**src/clkregs_params.svh**
```systemverilog
`ifndef CLKREGS_PARAMS_SVH
`define CLKREGS_PARAMS_SVH

// ****************************************************************
// Register byte addresses.
// ****************************************************************
`define ADDR_INTERFACE_CONFIG   15'h000
`define ADDR_USER_SERIAL_CONFIG 15'h010
`define ADDR_CLOCK_CONTROL_ZERO 15'h029
`define ADDR_CLOCK_CONTROL_ONE  15'h02a
`define ADDR_EDGE_POS_LOW       15'h02c
`define ADDR_EDGE_POS_MID       15'h02d
`define ADDR_EDGE_POS_HIGH      15'h02e
`define ADDR_FS_A_LOW           15'h030
`define ADDR_FS_A_HIGH          15'h031
`define ADDR_FS_B_LOW           15'h032
`define ADDR_FS_B_HIGH          15'h033
`define ADDR_REF_BYPASS         15'h038
`define ADDR_TIMESTAMP_CTRL     15'h03b

// ****************************************************************
// Field positions.
// ****************************************************************
`define BIT_STREAM_DIRECTION    5
`define BIT_ADDRESS_HOLD        0
`define BIT_PROCESSOR_ENABLE    6
`define BIT_RECEIVER_ENABLE     5
`define BIT_STATUS_MAGNIFY      4
`define BIT_SAMPLE_CLOCK_PECL   2
`define BIT_SYSREF_PECL         1
`define BIT_POLARITY_FLIP       0
`define SYSREF_DELAY_AUTO       4'h0

// ****************************************************************
// Reset values.
// ****************************************************************
`define RST_INTERFACE_CONFIG    8'h20
`define RST_USER_SERIAL_CONFIG  8'h00
`define RST_CLOCK_CONTROL_ZERO  8'h00
`define RST_CLOCK_CONTROL_ONE   8'h20
`define RST_FULLSCALE           16'ha000
`define RST_REF_BYPASS          8'h00
`define RST_TIMESTAMP_CTRL      8'h00
`define RST_EDGE_POSITION       24'h000000

// ****************************************************************
// Serial frame geometry.
// ****************************************************************
`define HEADER_LAST_BIT         5'h0f
`define BYTE_LAST_BIT           5'h07

`endif

```
**src/clkregs_pkg.sv**
```systemverilog
package clkregs_pkg;

	// Register address and data types.
	typedef logic [14:0] addr_t;
	typedef logic [7:0]  byte_t;
	typedef logic [23:0] position_t;

	// Phase of a serial frame.
	typedef enum logic [1:0] {
		PH_IDLE   = 2'b00,
		PH_HEADER = 2'b01,
		PH_DATA   = 2'b10
	} phase_e;

endpackage

```
**src/serial_port_engine.sv**
```systemverilog
`timescale 1ns/100ps
`include "clkregs_params.svh"

module serial_port_engine
	import clkregs_pkg::*;
(
	// Clock, reset and enable.
	input  wire logic            clk_i,
	input  wire logic            rst_n_i,
	input  wire logic            ce_i,
	// Serial pins.
	input  wire logic            sclk_i,
	input  wire logic            scs_n_i,
	input  wire logic            sdi_i,
	output logic                 sdo_o,
	output logic                 sdo_oe_o,
	// Frame events towards the register file.
	output logic                 hdr_done_o,
	output logic                 is_read_o,
	output clkregs_pkg::addr_t   hdr_addr_o,
	output logic                 byte_done_o,
	output clkregs_pkg::byte_t   rx_byte_o,
	input  wire clkregs_pkg::byte_t tx_byte_i
);

	import clkregs_pkg::*;

	phase_e       phase_r;
	logic         sclk_q_r;
	logic [4:0]   cnt_r;
	logic [15:0]  rx_sr_r;
	logic [7:0]   tx_sr_r;
	logic         is_read_r;
	logic         rise;
	logic         fall;

	// Edges of the serial clock seen against the system clock.
	assign rise = sclk_i & ~sclk_q_r;
	assign fall = ~sclk_i & sclk_q_r;

	// Serial clock history for edge detection.
	always_ff @(posedge clk_i) begin
		if (!rst_n_i) begin
			sclk_q_r <= 1'b0;
		end else if (ce_i) begin
			sclk_q_r <= sclk_i;
		end
	end

	// Frame phase, bit counter and receive shifter.
	always_ff @(posedge clk_i) begin
		if (!rst_n_i) begin
			phase_r     <= PH_IDLE;
			cnt_r       <= 5'h00;
			rx_sr_r     <= 16'h0000;
			is_read_r   <= 1'b0;
			hdr_done_o  <= 1'b0;
			byte_done_o <= 1'b0;
			hdr_addr_o  <= 15'h0000;
			rx_byte_o   <= 8'h00;
		end else if (ce_i) begin
			hdr_done_o  <= 1'b0;
			byte_done_o <= 1'b0;
			if (scs_n_i) begin
				phase_r <= PH_IDLE;
				cnt_r   <= 5'h00;
			end else if (rise) begin
				rx_sr_r <= {rx_sr_r[14:0], sdi_i};
				case (phase_r)
					PH_IDLE, PH_HEADER: begin
						phase_r <= PH_HEADER;
						if (cnt_r == `HEADER_LAST_BIT) begin
							phase_r    <= PH_DATA;
							cnt_r      <= 5'h00;
							hdr_done_o <= 1'b1;
							is_read_r  <= rx_sr_r[14];
							hdr_addr_o <= {rx_sr_r[13:0], sdi_i};
						end else begin
							cnt_r <= cnt_r + 5'h01;
						end
					end
					PH_DATA: begin
						if (cnt_r == `BYTE_LAST_BIT) begin
							cnt_r       <= 5'h00;
							byte_done_o <= 1'b1;
							rx_byte_o   <= {rx_sr_r[6:0], sdi_i};
						end else begin
							cnt_r <= cnt_r + 5'h01;
						end
					end
					default: begin
						phase_r <= PH_IDLE;
					end
				endcase
			end
		end
	end

	// Transmit shifter: loads a byte at each byte boundary, shifts on falling edges.
	always_ff @(posedge clk_i) begin
		if (!rst_n_i) begin
			tx_sr_r <= 8'h00;
		end else if (ce_i && fall && phase_r == PH_DATA) begin
			if (cnt_r == 5'h00) begin
				tx_sr_r <= tx_byte_i;
			end else begin
				tx_sr_r <= {tx_sr_r[6:0], 1'b0};
			end
		end
	end

	// Output drive only during the data phase of a read.
	assign is_read_o = is_read_r;
	assign sdo_o     = tx_sr_r[7];
	assign sdo_oe_o  = ~scs_n_i & is_read_r & (phase_r == PH_DATA);

endmodule

```
**src/spi_clock_sysref_control_regs.sv**
```systemverilog
`timescale 1ns/100ps
`include "clkregs_params.svh"

// Notes on behaviour
// With address hold clear, streaming moves the address in the direction set by the direction bit.
// With address hold set, the address stays fixed through the whole streaming transfer.
// Without hold, the address decrements per byte when direction is zero and increments when one.
// SYSREF events are processed only while the processor enable bit is set.
// The host enables the SYSREF receiver no later than it enables the processor.
// The receiver enable bit turns the SYSREF receiver on, and it is off after reset.
// The magnify bit selects the zoomed resolution that the edge-position status reports.
// The four-bit delay-select field chooses the SYSREF capture delay applied.
// A delay select of zero means automatic SYSREF timing calibration.
// Software reads the edge position and then programs a suitable manual delay.
// The sample clock PECL bit switches the device clock input into low-voltage PECL mode.
// The SYSREF PECL bit switches the SYSREF input into low-voltage PECL mode.
// The polarity flip bit inverts SYSREF before it is used for alignment.
// A read-only 24-bit status shows the SYSREF edge position against the device clock.
// The edge-position status spans three consecutive byte addresses and has no defined reset value; the code resets it to zero.
// Clock control register zero resets to all zeros.
// Writes to the edge-position status bytes are ignored.

module spi_clock_sysref_control_regs
	import clkregs_pkg::*;
(
	// Clock, reset and enable.
	input  wire logic                    MCLK_I,
	input  wire logic                    RESET_N_I,
	input  wire logic                    CE_I,
	// Four-wire serial port.
	input  wire logic                    SCLK_I,
	input  wire logic                    SCS_N_I,
	input  wire logic                    SDI_I,
	output logic                         SDO_O,
	output logic                         SDO_OE_O,
	// SYSREF input and edge measurements.
	input  wire logic                    SYSREF_I,
	input  wire clkregs_pkg::position_t  POS_COARSE_I,
	input  wire clkregs_pkg::position_t  POS_MAGNIFIED_I,
	// SYSREF controls.
	output logic                         SYSREF_RECEIVER_EN_O,
	output logic                         SYSREF_EVENT_O,
	output logic [3:0]                   SYSREF_DELAY_SEL_O,
	output logic                         SYSREF_AUTO_CAL_O,
	output logic                         SYSREF_PECL_O,
	// Other analog controls.
	output logic                         SAMPLE_CLOCK_PECL_O,
	output logic [15:0]                  INPUT_A_FS_O,
	output logic [15:0]                  INPUT_B_FS_O,
	output logic                         REF_BYPASS_O,
	output logic [7:0]                   TIMESTAMP_CTRL_O
);

	import clkregs_pkg::*;

	// ****************************************************************
	// Declarations.
	// ****************************************************************
	logic       hdr_done;
	logic       is_read;
	addr_t      hdr_addr;
	logic       byte_done;
	byte_t      rx_byte;
	byte_t      rd_data;
	addr_t      cur_addr_r;
	byte_t      iface_cfg_r;
	byte_t      user_cfg_r;
	byte_t      clk0_r;
	byte_t      clk1_r;
	position_t  edge_pos_r;
	logic [15:0] fs_a_r;
	logic [15:0] fs_b_r;
	byte_t      bypass_r;
	byte_t      tstamp_r;
	logic       sysref_q_r;
	logic       sysref_prev_r;
	logic       sysref_lvl;
	logic       sysref_rise;
	logic       wr;

	// ****************************************************************
	// Serial port.
	// ****************************************************************
	serial_port_engine u_engine (
		.clk_i       (MCLK_I),
		.rst_n_i     (RESET_N_I),
		.ce_i        (CE_I),
		.sclk_i      (SCLK_I),
		.scs_n_i     (SCS_N_I),
		.sdi_i       (SDI_I),
		.sdo_o       (SDO_O),
		.sdo_oe_o    (SDO_OE_O),
		.hdr_done_o  (hdr_done),
		.is_read_o   (is_read),
		.hdr_addr_o  (hdr_addr),
		.byte_done_o (byte_done),
		.rx_byte_o   (rx_byte),
		.tx_byte_i   (rd_data)
	);

	// A completed data byte of a write frame.
	// Read frames never write, so whatever the host shifts in then is harmless.
	assign wr = byte_done & ~is_read;

	// Streaming address: loaded from the header, then held or stepped per byte.
	// A header and a byte strobe never fall in one cycle, so the header has no rival.
	always_ff @(posedge MCLK_I) begin
		if (!RESET_N_I) begin
			cur_addr_r <= 15'h0000;
		end else if (CE_I) begin
			if (hdr_done) begin
				cur_addr_r <= hdr_addr;
			end else if (byte_done) begin
				// address stays fixed
				if (user_cfg_r[`BIT_ADDRESS_HOLD]) begin
					cur_addr_r <= cur_addr_r;
				// step by direction
				end else if (iface_cfg_r[`BIT_STREAM_DIRECTION]) begin
					cur_addr_r <= cur_addr_r + 15'h0001;
				end else begin
					cur_addr_r <= cur_addr_r - 15'h0001;
				end
			end
		end
	end

	// ****************************************************************
	// Writable registers.
	// ****************************************************************
	// Each written byte lands in the register that the current address selects; the two serial config registers keep only one bit, status bytes none.
	always_ff @(posedge MCLK_I) begin
		if (!RESET_N_I) begin
			iface_cfg_r <= `RST_INTERFACE_CONFIG;
			user_cfg_r  <= `RST_USER_SERIAL_CONFIG;
			// control zero cleared
			clk0_r      <= `RST_CLOCK_CONTROL_ZERO;
			clk1_r      <= `RST_CLOCK_CONTROL_ONE;
			fs_a_r      <= `RST_FULLSCALE;
			fs_b_r      <= `RST_FULLSCALE;
			bypass_r    <= `RST_REF_BYPASS;
			tstamp_r    <= `RST_TIMESTAMP_CTRL;
		end else if (CE_I && wr) begin
			case (cur_addr_r)
				`ADDR_INTERFACE_CONFIG:   iface_cfg_r[`BIT_STREAM_DIRECTION] <= rx_byte[`BIT_STREAM_DIRECTION];
				`ADDR_USER_SERIAL_CONFIG: user_cfg_r[`BIT_ADDRESS_HOLD] <= rx_byte[`BIT_ADDRESS_HOLD];
				`ADDR_CLOCK_CONTROL_ZERO: clk0_r <= rx_byte;
				`ADDR_CLOCK_CONTROL_ONE:  clk1_r <= rx_byte;
				`ADDR_FS_A_LOW:           fs_a_r[7:0] <= rx_byte;
				`ADDR_FS_A_HIGH:          fs_a_r[15:8] <= rx_byte;
				`ADDR_FS_B_LOW:           fs_b_r[7:0] <= rx_byte;
				`ADDR_FS_B_HIGH:          fs_b_r[15:8] <= rx_byte;
				`ADDR_REF_BYPASS:         bypass_r <= rx_byte;
				`ADDR_TIMESTAMP_CTRL:     tstamp_r <= rx_byte;
				// status bytes ignored
				default: begin
				end
			endcase
		end
	end

	// ****************************************************************
	// Read data.
	// ****************************************************************
	// Byte returned for the current address; unmapped addresses read zero.
	always_comb begin
		case (cur_addr_r)
			`ADDR_INTERFACE_CONFIG:   rd_data = iface_cfg_r;
			`ADDR_USER_SERIAL_CONFIG: rd_data = user_cfg_r;
			`ADDR_CLOCK_CONTROL_ZERO: rd_data = clk0_r;
			`ADDR_CLOCK_CONTROL_ONE:  rd_data = clk1_r;
			// three status bytes
			`ADDR_EDGE_POS_LOW:       rd_data = edge_pos_r[7:0];
			`ADDR_EDGE_POS_MID:       rd_data = edge_pos_r[15:8];
			`ADDR_EDGE_POS_HIGH:      rd_data = edge_pos_r[23:16];
			`ADDR_FS_A_LOW:           rd_data = fs_a_r[7:0];
			`ADDR_FS_A_HIGH:          rd_data = fs_a_r[15:8];
			`ADDR_FS_B_LOW:           rd_data = fs_b_r[7:0];
			`ADDR_FS_B_HIGH:          rd_data = fs_b_r[15:8];
			`ADDR_REF_BYPASS:         rd_data = bypass_r;
			`ADDR_TIMESTAMP_CTRL:     rd_data = tstamp_r;
			default:                  rd_data = 8'h00;
		endcase
	end

	// ****************************************************************
	// SYSREF path.
	// ****************************************************************
	// flip then gate
	assign sysref_lvl = (SYSREF_I ^ clk1_r[`BIT_POLARITY_FLIP]) & clk0_r[`BIT_RECEIVER_ENABLE];
	assign sysref_rise = sysref_q_r & ~sysref_prev_r;

	// Received SYSREF level and its history.
	// Both flops reset low, the idle level, so no false edge follows reset.
	always_ff @(posedge MCLK_I) begin
		if (!RESET_N_I) begin
			sysref_q_r    <= 1'b0;
			sysref_prev_r <= 1'b0;
		end else if (CE_I) begin
			sysref_q_r    <= sysref_lvl;
			sysref_prev_r <= sysref_q_r;
		end
	end

	// Event pulse and edge-position capture while the processor is enabled.
	always_ff @(posedge MCLK_I) begin
		if (!RESET_N_I) begin
			SYSREF_EVENT_O <= 1'b0;
			edge_pos_r     <= `RST_EDGE_POSITION;
		end else if (CE_I) begin
			// processor gates events
			SYSREF_EVENT_O <= sysref_rise & clk0_r[`BIT_PROCESSOR_ENABLE];
			if (sysref_rise && clk0_r[`BIT_PROCESSOR_ENABLE]) begin
				// magnified status select
				edge_pos_r <= clk0_r[`BIT_STATUS_MAGNIFY] ? POS_MAGNIFIED_I : POS_COARSE_I;
			end
		end
	end

	// ****************************************************************
	// Control outputs.
	// ****************************************************************
	// Register fields driven straight to the analog controls, except the auto-calibration flag, which is decoded from the delay select.
	assign SYSREF_RECEIVER_EN_O = clk0_r[`BIT_RECEIVER_ENABLE];
	// delay select out
	assign SYSREF_DELAY_SEL_O   = clk0_r[3:0];
	// zero means calibration
	assign SYSREF_AUTO_CAL_O    = (clk0_r[3:0] == `SYSREF_DELAY_AUTO);
	// input modes
	assign SAMPLE_CLOCK_PECL_O  = clk1_r[`BIT_SAMPLE_CLOCK_PECL];
	assign SYSREF_PECL_O        = clk1_r[`BIT_SYSREF_PECL];
	assign INPUT_A_FS_O         = fs_a_r;
	assign INPUT_B_FS_O         = fs_b_r;
	assign REF_BYPASS_O         = bypass_r[0];
	assign TIMESTAMP_CTRL_O     = tstamp_r;
endmodule

```
**config.mk**
```make
export PLATFORM = sky130hd
export DESIGN_NAME = spi_clock_sysref_control_regs
export DESIGN_NICKNAME = d
export VERILOG_FILES = /design/src/clkregs_pkg.sv /design/src/serial_port_engine.sv /design/src/spi_clock_sysref_control_regs.sv
export VERILOG_INCLUDE_DIRS = /design/src /design/src/src
export SDC_FILE = /design/constraint.sdc
export NUM_CORES = 1
export LEC_CHECK = 0
export BUFFER_PORTS_ARGS = -buffer_cell sky130_fd_sc_hd__buf_4
export CAP_MARGIN = 20
export CORE_MARGIN = 5
export CORE_UTILIZATION = 58
export DETAILED_ROUTE_END_ITERATION = 10
export PLACE_DENSITY_LB_ADDON = 0.2
export SLEW_MARGIN = 15
export SYNTH_ARGS = -nofsm -noshare
export SYNTH_HDL_FRONTEND = slang
export SYNTH_SLANG_ARGS = --single-unit
```
**constraint.sdc**
```tcl
create_clock -name MCLK_I -period 3.5 [get_ports MCLK_I]
set_input_delay 0.525 -clock MCLK_I [delete_from_list [all_inputs] [get_ports MCLK_I]]
set_output_delay 0.525 -clock MCLK_I [all_outputs]
set_load 0.05 [all_outputs]
```
==> impl_results.md, run 1 <==
* Status: complete, no violations
* Via count of the routed design at 6976
* Final max-slew violation count at 0
* Fin crit period at 2.85 ns
* DPL Wire Length at 14100 um
* Syn avg cell area at 8.72 um2
* M3 GR Usage at 0.0542
* Layout Nets at 1058
* DRT Pass-1 Iters at 5
* PD cells at 400 nW/um2
* Setup Skew at 0.00873 ns
* Core Area at 13300 um2
* Hold Slack at 0.379 ns
* DR iter-0 viols at 547
* WP data required at 3.85 ns
* Crit path arrival time at 3.19 ns
* Peak supply drop at 289 uV
* Post-Syn Area at 7910 um2
* Leakage power at 3.52 nW
* Area growth syn-to-layout at 17.9%
* HP Class: in2reg
* Slew headroom at 0.378
* Slew of the pin with the lowest slew margin at 0.926 ns
* Final setup violation count at 0
* Inserted Diodes at 0
* Initial core utilization at 0.595
* DRT antenna net count at 0
* CTS clk-pin slew, worst paths at 0.06 ns
* Post-route cell area at 9330 um2
* Synth area leader: dfxtp_1
* Overall Global Routing Usage at 0.250
* Syn Nets at 980
* Port bufs at 106
* Top-Level Pins at 107
* Syn Inst Count at 907
* Crit Path Max Fanout at 10
* # Max-Cap Violations at 0
* Die ar. at 16100 um2
* Root Driver: clkbuf_16
* Ys flop type: dfxtp_1
* Critical Path Start Type: flop
* CTS sink cnt at 165
* Die width at 127 um
* Layout Utilization at 0.702
* CTS buffer count at 17
* CTS tree: done
* Routability Congestion at 0.881
* Met1 Usage GRT at 0.347
* H-tree depth at 4
* Yosys cell types at 62
* FF+latch count, synth at 165
* CP Class: reg2reg
* Synth area leaders: dfxtp_1 42%, mux2i_1 11%, a21oi_1 6.3%
* RSZ-0062 raised after global routing: no
* Largest net degree at the start of global routing at 75
* First-pass GRT wire length at 32800 um
* Grt ovf at 0
* R2R Setup Slk at 0.65 ns
* Final Hold Fails at 0
* Share of cells above drive strength 1 at 0.177
* Top cell type's share of synthesized area at 0.417
* Routed wire per std cell at 17.4 um
* Most used routing layer: met2
* Period utilisation layout at 0.813
* Clock Latency Late Sink at 0.43 ns
* Dpl cell area at 8790 um2
* Die Height at 127 um
* Number of synthesized flops with an enable pin at 0
* Drt drc at 0
* Antenna violations before repair at 0
* Vias/cell at 5.95
* Hold Buf Count CTS at 0
* # rows at 42
* Via count of the first global-routing pass at 6484
* Synth warnings at 0
* Clk buf depth at 2
* Highest clock rate at 351 MHz
* WL final at 20300 um
* Post-synthesis sequential area ratio at 0.417
* Share of synthesized registers carrying an async set or reset at 0
* Worst setup EP type: flop
* Setup TNS at 0 ns
* Met2 Track Usage GR at 0.391
* Post-CTS resize count at 0
* Post-CTS setup buffer count at 0
[cell usage after synthesis, drive strengths merged, types with 5 or more instances]
cell    instances
dfxtp         165
nand2         128
nor2          113
a21oi         100
mux2i          86
clkbuf         39
a211oi         31
o21ai          30
buf            23
nor3           20
ha             17
inv            15
nor2b          14
a222oi         12
nand3          12
nor4           10
mux4            8
or3             8
a31o            7
and3            5
o211ai          5
xor2            5
[cell families (layout without fill, tap and decap cells)]
kind of cell	count (synthesis)	in the layout	share of synthesized area
flip-flops	165	165	0.417
buffers and inverters	77	166	0.0405
multiplexers	94	94	0.132
AO/OA/AOI/OAI	214	214	0.171
adder cells (fa/ha/maj)	18	18	0.0294
XOR/XNOR	8	8	0.00886
AND/OR/NAND/NOR	331	331	0.201
[registers in the layout (all words and copies together), names as in the netlist, 15 cells and up]
name / flops
cur_addr_r: 15
u_engine.rx_sr_r: 15
INPUT_A_FS_O: 16
INPUT_B_FS_O: 16
edge_pos_r: 24
u_engine.hdr_addr_o: 15
[through the flow]
| step | power [mW] | std cells | setup slack (ns) |
|---|---|---|---|
| final | 3.73 | 1172 | 0.654 |
| after global routing | 3.85 | 1172 | 0.369 |
| after CTS | 3.75 | 1171 | 0.667 |
| after detailed placement | 2.05 | 1141 | 0.741 |
| after global placement | 2.05 | 1141 | 0.818 |
| after floorplan | 1.98 | 907 | 0.999 |
[final cells by class]
cell class                      instances  area, um2
Tap cell                              176        220
Sequential cell                       165       3300
Clock buffer                           22        454
Timing Repair Buffer                  121        921
Fill cell                            1108       3970
Multi-Input combinational cell        665       4290
Inverter                               15       58.8
Clock inverter                          8       78.8
[layout by cell type, fill, tap and decap left out, drive strengths merged, types with 14 or more instances in the layout]
cell type	synthesis	final
dfxtp	165	165
o21ai	30	30
nor2	113	113
nand2	128	128
inv	15	16
buf	23	121
mux2i	86	86
ha	17	17
clkbuf	39	22
a211oi	31	31
nor2b	14	14
nor3	20	20
a21oi	100	100
[final timing paths]
check	startpoint	end	cells past startpoint
setup reg to reg	cur_addr_r[1]	cur_addr_r[12]	9
hold reg to reg	u_engine.rx_sr_r[14]	u_engine.is_read_o	2
setup / recovery	cur_addr_r[1]	cur_addr_r[12]	9
hold / removal	SDI_I	u_engine.hdr_addr_o[0]	3
[report_power, final]
group / switching, mW / internal (mW) / total (mW) / leakage, nW
Clock: 0.737 / 0.988 / 1.73 / 0.248
Sequential: 0.00267 / 1.88 / 1.88 / 1.33
Combinational: 0.0673 / 0.0565 / 0.124 / 1.94
Total: 0.807 / 2.92 / 3.73 / 3.52
[critical path, stage by stage, from the launching register on]
cell	delay (ns)
dfxtp_1	0.58
inv_1	0.16
fa_1	0.42
nor2b_1	0.19
o31ai_1	0.14
a211oi_1	0.36
nor3_1	0.12
o21ai_0	0.16
or3b_2	0.47
a21oi_1	0.15
[metal layers]
layer	up-vias	routed length, um
met5	-	0
met4	0	332
met3	28	1370
met2	242	9350
met1	3312	9290
li1	3394	-
Note: power is estimated with default switching activity, not from simulation.
==> inputs of run 2 (changes only) <==
==> constraint.sdc (replaced) <==
create_clock -name MCLK_I -period 2.8 [get_ports MCLK_I]
set_input_delay 0.42 -clock MCLK_I [delete_from_list [all_inputs] [get_ports MCLK_I]]
set_output_delay 0.42 -clock MCLK_I [all_outputs]
set_load 0.05 [all_outputs]
==> run 2 against run 1 <==
  * Sequential share of layout area fell by 0.60 points
  * Highest routed layer unchanged
  * Die area did not move
  * Fmax rose by 10%
==> impl_results.md, run 2 (synthesis gave the netlist of run 1 again) <==
* Status: complete, no violations
* Post-CTS resize count at 0 (unchanged)
* Routed wire per std cell at 17.2 um (-0.62%)
* Routability Congestion at 0.931 (+5.6%)
* CP max-delay cell: fa_1
* Vias/cell at 5.89 (-1.1%)
* Sequential Power Share at 0.487 (-0.018)
* Hold Startpoint: SCLK_I
* Worst-path cell chain: inv_1 -> fa_1 -> nor2b_1 -> o31ai_1 -> a211oi_1 -> nor3_1 -> o21ai_0 -> or3b_2 -> a21oi_1
* Via count of the routed design at 6996 (+0.29%)
* RSZ-0062 raised after global routing: no
* Core Area at 13300 um2 (unchanged)
* Clock share of power at 0.481 (+0.019)
* Die ar. at 16100 um2 (unchanged)
* Filler instances at 1024 (-7.6%)
* First-pass GRT wire length at 33400 um (+1.8%)
* Setup Skew at 0.0119 ns (+0.00314 ns)
* Initial core utilization at 0.595 (unchanged)
* Switching share of power at 0.221 (+0.00439)
* Commonest non-fill, non-tap cell in the layout: dfxtp_1
* DRT Pass-1 Iters at 6 (+1)
* DRT antenna net count at 0 (unchanged)
* P_int at 3.77 mW (+29%)
* Crit Path Max Fanout at 5 (-5)
* Die width at 127 um (unchanged)
* # Max-Cap Violations at 0 (unchanged)
* Switch Pwr at 1.07 mW (+32%)
* CTS tree: done
* WL final at 20500 um (+0.73%)
* Leakage power at 3.63 nW (+3.0%)
* Crit. Startpoint: cur_addr_r[0]
* Slowest stage delay, CP at 0.47 ns (-0.11 ns)
* PD cells at 509 nW/um2 (+27%)
* Period utilisation layout at 0.924 (+0.111)
* CP Class: reg2reg
* Share of cells above drive strength 1 at 0.194 (+0.0170)
* Clk buf depth at 2 (unchanged)
* R2R Setup Slk at 0.21 ns (-0.44 ns)
* R2R Path Start: cur_addr_r[0]
* Inserted Diodes at 0 (unchanged)
* Drt drc at 0 (unchanged)
* H-tree depth at 4 (unchanged)
* Clock Latency Late Sink at 0.43 ns (about the same)
* Port bufs at 106 (unchanged)
* Peak supply drop at 457 uV (+58%)
* Place WS at 0.273 ns (-0.468 ns)
* Crit path arrival time at 2.94 ns (-0.25 ns)
* Register area at 3300 um2 (unchanged)
* Largest net degree at the start of global routing at 71 (-5.3%)
* Top-Level Pins at 107 (unchanged)
* Overall Global Routing Usage at 0.254 (+0.00433)
* DR iter-0 viols at 692 (+27%)
* Critical Path Start Type: flop
* CTS sink cnt at 165 (unchanged)
* Root Driver: clkbuf_16
* Layout Utilization at 0.714 (+0.0121)
* Most frequent cells in the layout: 165 x dfxtp_1, 134 x buf_4, 128 x nand2_1, 112 x nor2_1, 100 x a21oi_1
* Final Hold Fails at 0 (unchanged)
* Final setup margin at 0.213 ns (-0.441 ns)
* DPL Wire Length at 14300 um (+1.4%)
* CTS buffer count at 17 (unchanged)
* Final setup violation count at 0 (unchanged)
* # rows at 42 (unchanged)
* Slew of the pin with the lowest slew margin at 0.724 ns (-0.201 ns)
* Final max-slew violation count at 0 (unchanged)
* Hold Buf Count CTS at 0 (unchanged)
* Setup TNS at 0 ns (unchanged)
* Highest clock rate at 387 MHz (+10%)
* Worst setup EP type: flop
* Via count of the first global-routing pass at 6546 (+0.96%)
* Area growth syn-to-layout at 20.0%
* Largest register FFs at 24 (unchanged)
* Post-CTS setup buffer count at 0 (unchanged)
* Die Height at 127 um (unchanged)
* Reg with most FFs: edge_pos_r
* WP data required at 3.16 ns (-0.69 ns)
* Slew headroom at 0.513 (+0.135)
* Layout Nets at 1072 (+1.3%)
* Grt ovf at 0 (unchanged)
* Antenna violations before repair at 0 (unchanged)
* CTS clk-pin slew, worst paths at 0.07 ns (about the same)
* Comb pwr share at 0.033 (about the same)
* HP Class: in2reg
* Multi-input gate area at 4290 um2 (unchanged)
* Fin crit period at 2.59 ns (-0.259 ns)
-- run 2: path summary, 6_finish.rpt --
| path | cells after the start | end |
|---|---|---|
| max | 9 | cur_addr_r[12] |
| max reg2reg | 9 | cur_addr_r[12] |
| min reg2reg | 2 | u_engine.hdr_addr_o[6] |
| min | 3 | u_engine.sclk_q_r |
-- run 2: cell type report --
class | instances | area share
clock buffer | 18 | 0.0463
clock inverter | 14 | 0.0158
inverter | 15 | 0.00620
multi-input combinational | 665 | 0.452
sequential | 165 | 0.348
tap | 176 | 0.0232
timing repair buffer | 135 | 0.108
-- run 2: worst max-delay path: cells and delay by family, from the launching register on --
kind / cells / cell delay (ns)
flops: 1 / 0.34
simple gates: 3 / 0.79
compound gates: 4 / 0.80
fa+ha+maj: 1 / 0.47
buf+inv: 1 / 0.11
-- run 2: per-stage QoR --
stage | cells | power (mW) | hold slack [ns] | area [um2]
final | 1188 | 4.84 | 0.255 | 9490
after global routing | 1188 | 4.97 | 0.267 | 9490
after global placement | 1156 | 2.56 | 0.440 | 8900
after floorplan | 907 | 2.48 | 0.432 | 7910
after CTS | 1188 | 4.84 | 0.251 | 9490
after detailed placement | 1156 | 2.56 | 0.448 | 8900
-- run 2: power by group through the flow --
| stage | clock network [mW] | registers, mW | logic [mW] |
|---|---|---|---|
| after floorplan | 0 | 2.41 | 0.0749 |
| after global placement | 0 | 2.41 | 0.157 |
| after detailed placement | 0 | 2.41 | 0.158 |
| after CTS | 2.33 | 2.35 | 0.158 |
| after global routing | 2.44 | 2.35 | 0.174 |
| final | 2.32 | 2.35 | 0.159 |
-- run 2: routing by layer --
metal | vias to the layer above | share of wire | global-route usage
met5 | - | 0 | 0
met4 | 0 | 0.021 | 0.0770
met3 | 39 | 0.078 | 0.0559
met2 | 278 | 0.45 | 0.398
met1 | 3260 | 0.45 | 0.353
li1 | 3419 | - | -
==> inputs of run 3 (changes only) <==
--- a/config.mk
+++ b/config.mk
@@ -11,6 +11,7 @@
 export CORE_MARGIN = 5
 export CORE_UTILIZATION = 58
 export DETAILED_ROUTE_END_ITERATION = 10
+export MAX_ROUTING_LAYER = met4
 export PLACE_DENSITY_LB_ADDON = 0.2
 export SLEW_MARGIN = 15
 export SYNTH_ARGS = -nofsm -noshare
==> run 3 against run 2 <==
  * Combinational power about the same
  * Fmax down 3.5%
  * Register-to-register slack worse by 0.09 ns
  * Critical path depth up 1
  * Non-clock buffer count up 4
  * Final cell count up 0.34%
  * Final area up 0.57%
  * Clock power down 2%
  * Clock skew down 0.0040 ns
  * Wire length down 0.42%
  * Utilization up 0.40 points
==> impl_results.md, run 3 (synthesis gave the netlist of run 1 again) <==
* Slew of the pin with the lowest slew margin at 0.777 ns (+0.0531 ns)
* Place WS at 0.144 ns (-0.129 ns)
* Clk buf depth at 2 (unchanged)
* CTS buffer count at 17 (unchanged)
* Antenna violations before repair at 0 (unchanged)
* Die width at 127 um (unchanged)
* Share of cells above drive strength 1 at 0.201 (+0.00711)
* Routability Congestion at 0.922 (-0.92%)
* Routed wire per std cell at 17.1 um (-0.75%)
* Die ar. at 16100 um2 (unchanged)
* Top-Level Pins at 107 (unchanged)
* R2R Path Start: iface_cfg_r[5]
* Largest register FFs at 24 (unchanged)
* Drt drc at 0 (unchanged)
* Layout Nets at 1076 (+0.37%)
* Final max-slew violation count at 0 (unchanged)
* DRT antenna net count at 0 (unchanged)
* Crit Path Max Fanout at 7 (+2)
* DRT Pass-1 Iters at 9 (+3)
* # Max-Cap Violations at 0 (unchanged)
* Switch Pwr at 1.09 mW (+2.5%)
* Fin crit period at 2.68 ns (+0.0938 ns)
* Slew headroom at 0.478 (-0.0356)
* P_int at 3.70 mW (-1.9%)
* Largest net degree at the start of global routing at 64 (-9.9%)
* Initial core utilization at 0.595 (unchanged)
* FF-to-FF End: cur_addr_r[14]
* Critical Path Start Type: flop
* Worst setup EP type: flop
* CTS sink cnt at 165 (unchanged)
* Grt ovf at 0 (unchanged)
* DR iter-0 viols at 722 (+4.3%)
* Clock share of power at 0.476 (-0.005)
* Vias/cell at 5.90 (+0.23%)
* CP Class: reg2reg
* Reg with most FFs: edge_pos_r
* Switching share of power at 0.228 (+0.00765)
* Core Area at 13300 um2 (unchanged)
* R2R Setup Slk at 0.12 ns (-0.09 ns)
* Final setup margin at 0.119 ns (-0.0938 ns)
* CTS clk-pin slew, worst paths at 0.06 ns (about the same)
* Root Driver: clkbuf_16
* Via count of the routed design at 7036 (+0.57%)
* Dpl cell area at 8890 um2 (about the same)
* Hold Buf Count CTS at 0 (unchanged)
* Hold path depth at 3 (unchanged)
* WP data required at 3.08 ns (-0.08 ns)
* First-pass GRT wire length at 33300 um (-0.37%)
* Final Hold Fails at 0 (unchanged)
* Most frequent cells in the layout: 165 x dfxtp_1, 137 x buf_4, 128 x nand2_1, 112 x nor2_1, 100 x a21oi_1
* PD cells at 502 nW/um2 (-1.5%)
* Port bufs at 106 (unchanged)
* Reg2Reg Depth at 10 (+1)
* Period utilisation layout at 0.957 (+0.0335)
* Area growth syn-to-layout at 20.6%
* Hold Slack at 0.254 ns (-0.000720 ns)
* Leakage power at 3.64 nW (+0.21%)
* Via count of the first global-routing pass at 6464 (-1.3%)
* # rows at 42 (unchanged)
* H-tree depth at 4 (unchanged)
* HP Class: in2reg
* Highest clock rate at 373 MHz (-3.5%)
* Crit path arrival time at 2.96 ns (+0.02 ns)
* Inserted Diodes at 0 (unchanged)
* Power, Total at 4.79 mW (-0.94%)
* Comb pwr share at 0.033 (about the same)
* Clock Latency Late Sink at 0.43 ns (about the same)
* DPL Wire Length at 14200 um (-0.23%)
* Die Height at 127 um (unchanged)
* WL final at 20400 um (-0.42%)
* CTS tree: done
* Commonest non-fill, non-tap cell in the layout: dfxtp_1
* Peak supply drop at 430 uV (-5.8%)
* Sequential Power Share at 0.491 (+0.004)
* Crit. Startpoint: iface_cfg_r[5]
* Final setup violation count at 0 (unchanged)
* Setup Skew at 0.00790 ns (-0.00397 ns)
* Overall Global Routing Usage at 0.261 (+0.00731)
* Status: complete, no violations
* Crit path to: cur_addr_r[14]
* Post-route cell area at 9550 um2 (+0.57%)
run 3: cell count changes in the layout (fill, tap and decap cells not counted), sizes merged:
cell and delta:
bufinv -1, inv +1, buf +4
run 3: critical path: stages, from the launching register on:
cell and delay, ns:
dfxtp_1 0.42, clkinvlp_4 0.21, buf_12 0.18, ha_1 0.31
or3_1 0.37, o21ai_0 0.14, a211oi_2 0.11, or2_2 0.31
o221ai_1 0.24, o21bai_1 0.15, a31oi_1 0.09
run 3: worst min path at each step:
stage,slack (ns),start,endpoint
after floorplan,0.43,u_engine.hdr_addr_o[14],u_engine.hdr_addr_o[14]
after global placement,0.44,u_engine.rx_sr_r[14],u_engine.is_read_o
after detailed placement,0.45,u_engine.hdr_addr_o[2],u_engine.hdr_addr_o[2]
after CTS,0.24,SCLK_I,u_engine.sclk_q_r
after global routing,0.26,SCLK_I,u_engine.sclk_q_r
final,0.25,SCLK_I,u_engine.sclk_q_r
run 3: area by class of cell:
cell class | count | area (um2)
multi-input cells | 665 | 4310
fillers | 1059 | 3750
flip-flops and latches | 165 | 3300
repair buffers | 139 | 1070
clock buffers | 18 | 439
well taps | 176 | 220
clock inverters | 14 | 143
inverters | 15 | 62.6
run 3: power by group through the flow:
| stage | combinational [mW] | sequential (mW) | clock [mW] |
|---|---|---|---|
| 2_1_floorplan | 0.0749 | 2.41 | 0 |
| 3_3_place_gp | 0.156 | 2.41 | 0 |
| 3_5_place_dp | 0.157 | 2.41 | 0 |
| 4_1_cts | 0.158 | 2.35 | 2.31 |
| 5_1_grt | 0.174 | 2.35 | 2.40 |
| 6_report | 0.158 | 2.35 | 2.28 |
run 3: per-stage QoR:
stage          TNS, ns   util  std cells
2_1_floorplan        0      -        907
6_report             0  0.718       1192
4_1_cts              0  0.713       1187
3_3_place_gp         0  0.669       1155
3_5_place_dp         0  0.669       1155
5_1_grt        -0.0496  0.718       1192
run 3: what timing repair did:
item	4_1_cts	5_1_grt
resized for setup	0	4
endpoints found under the setup margin	0	2
hold endpoints to repair	0	0
buffers inserted	0	5
run 3: routing by layer:
metal,wire (um),global-route usage
met5,0,-
met4,532,0.100
met3,1620,0.0530
met2,9090,0.374
met1,9170,0.365
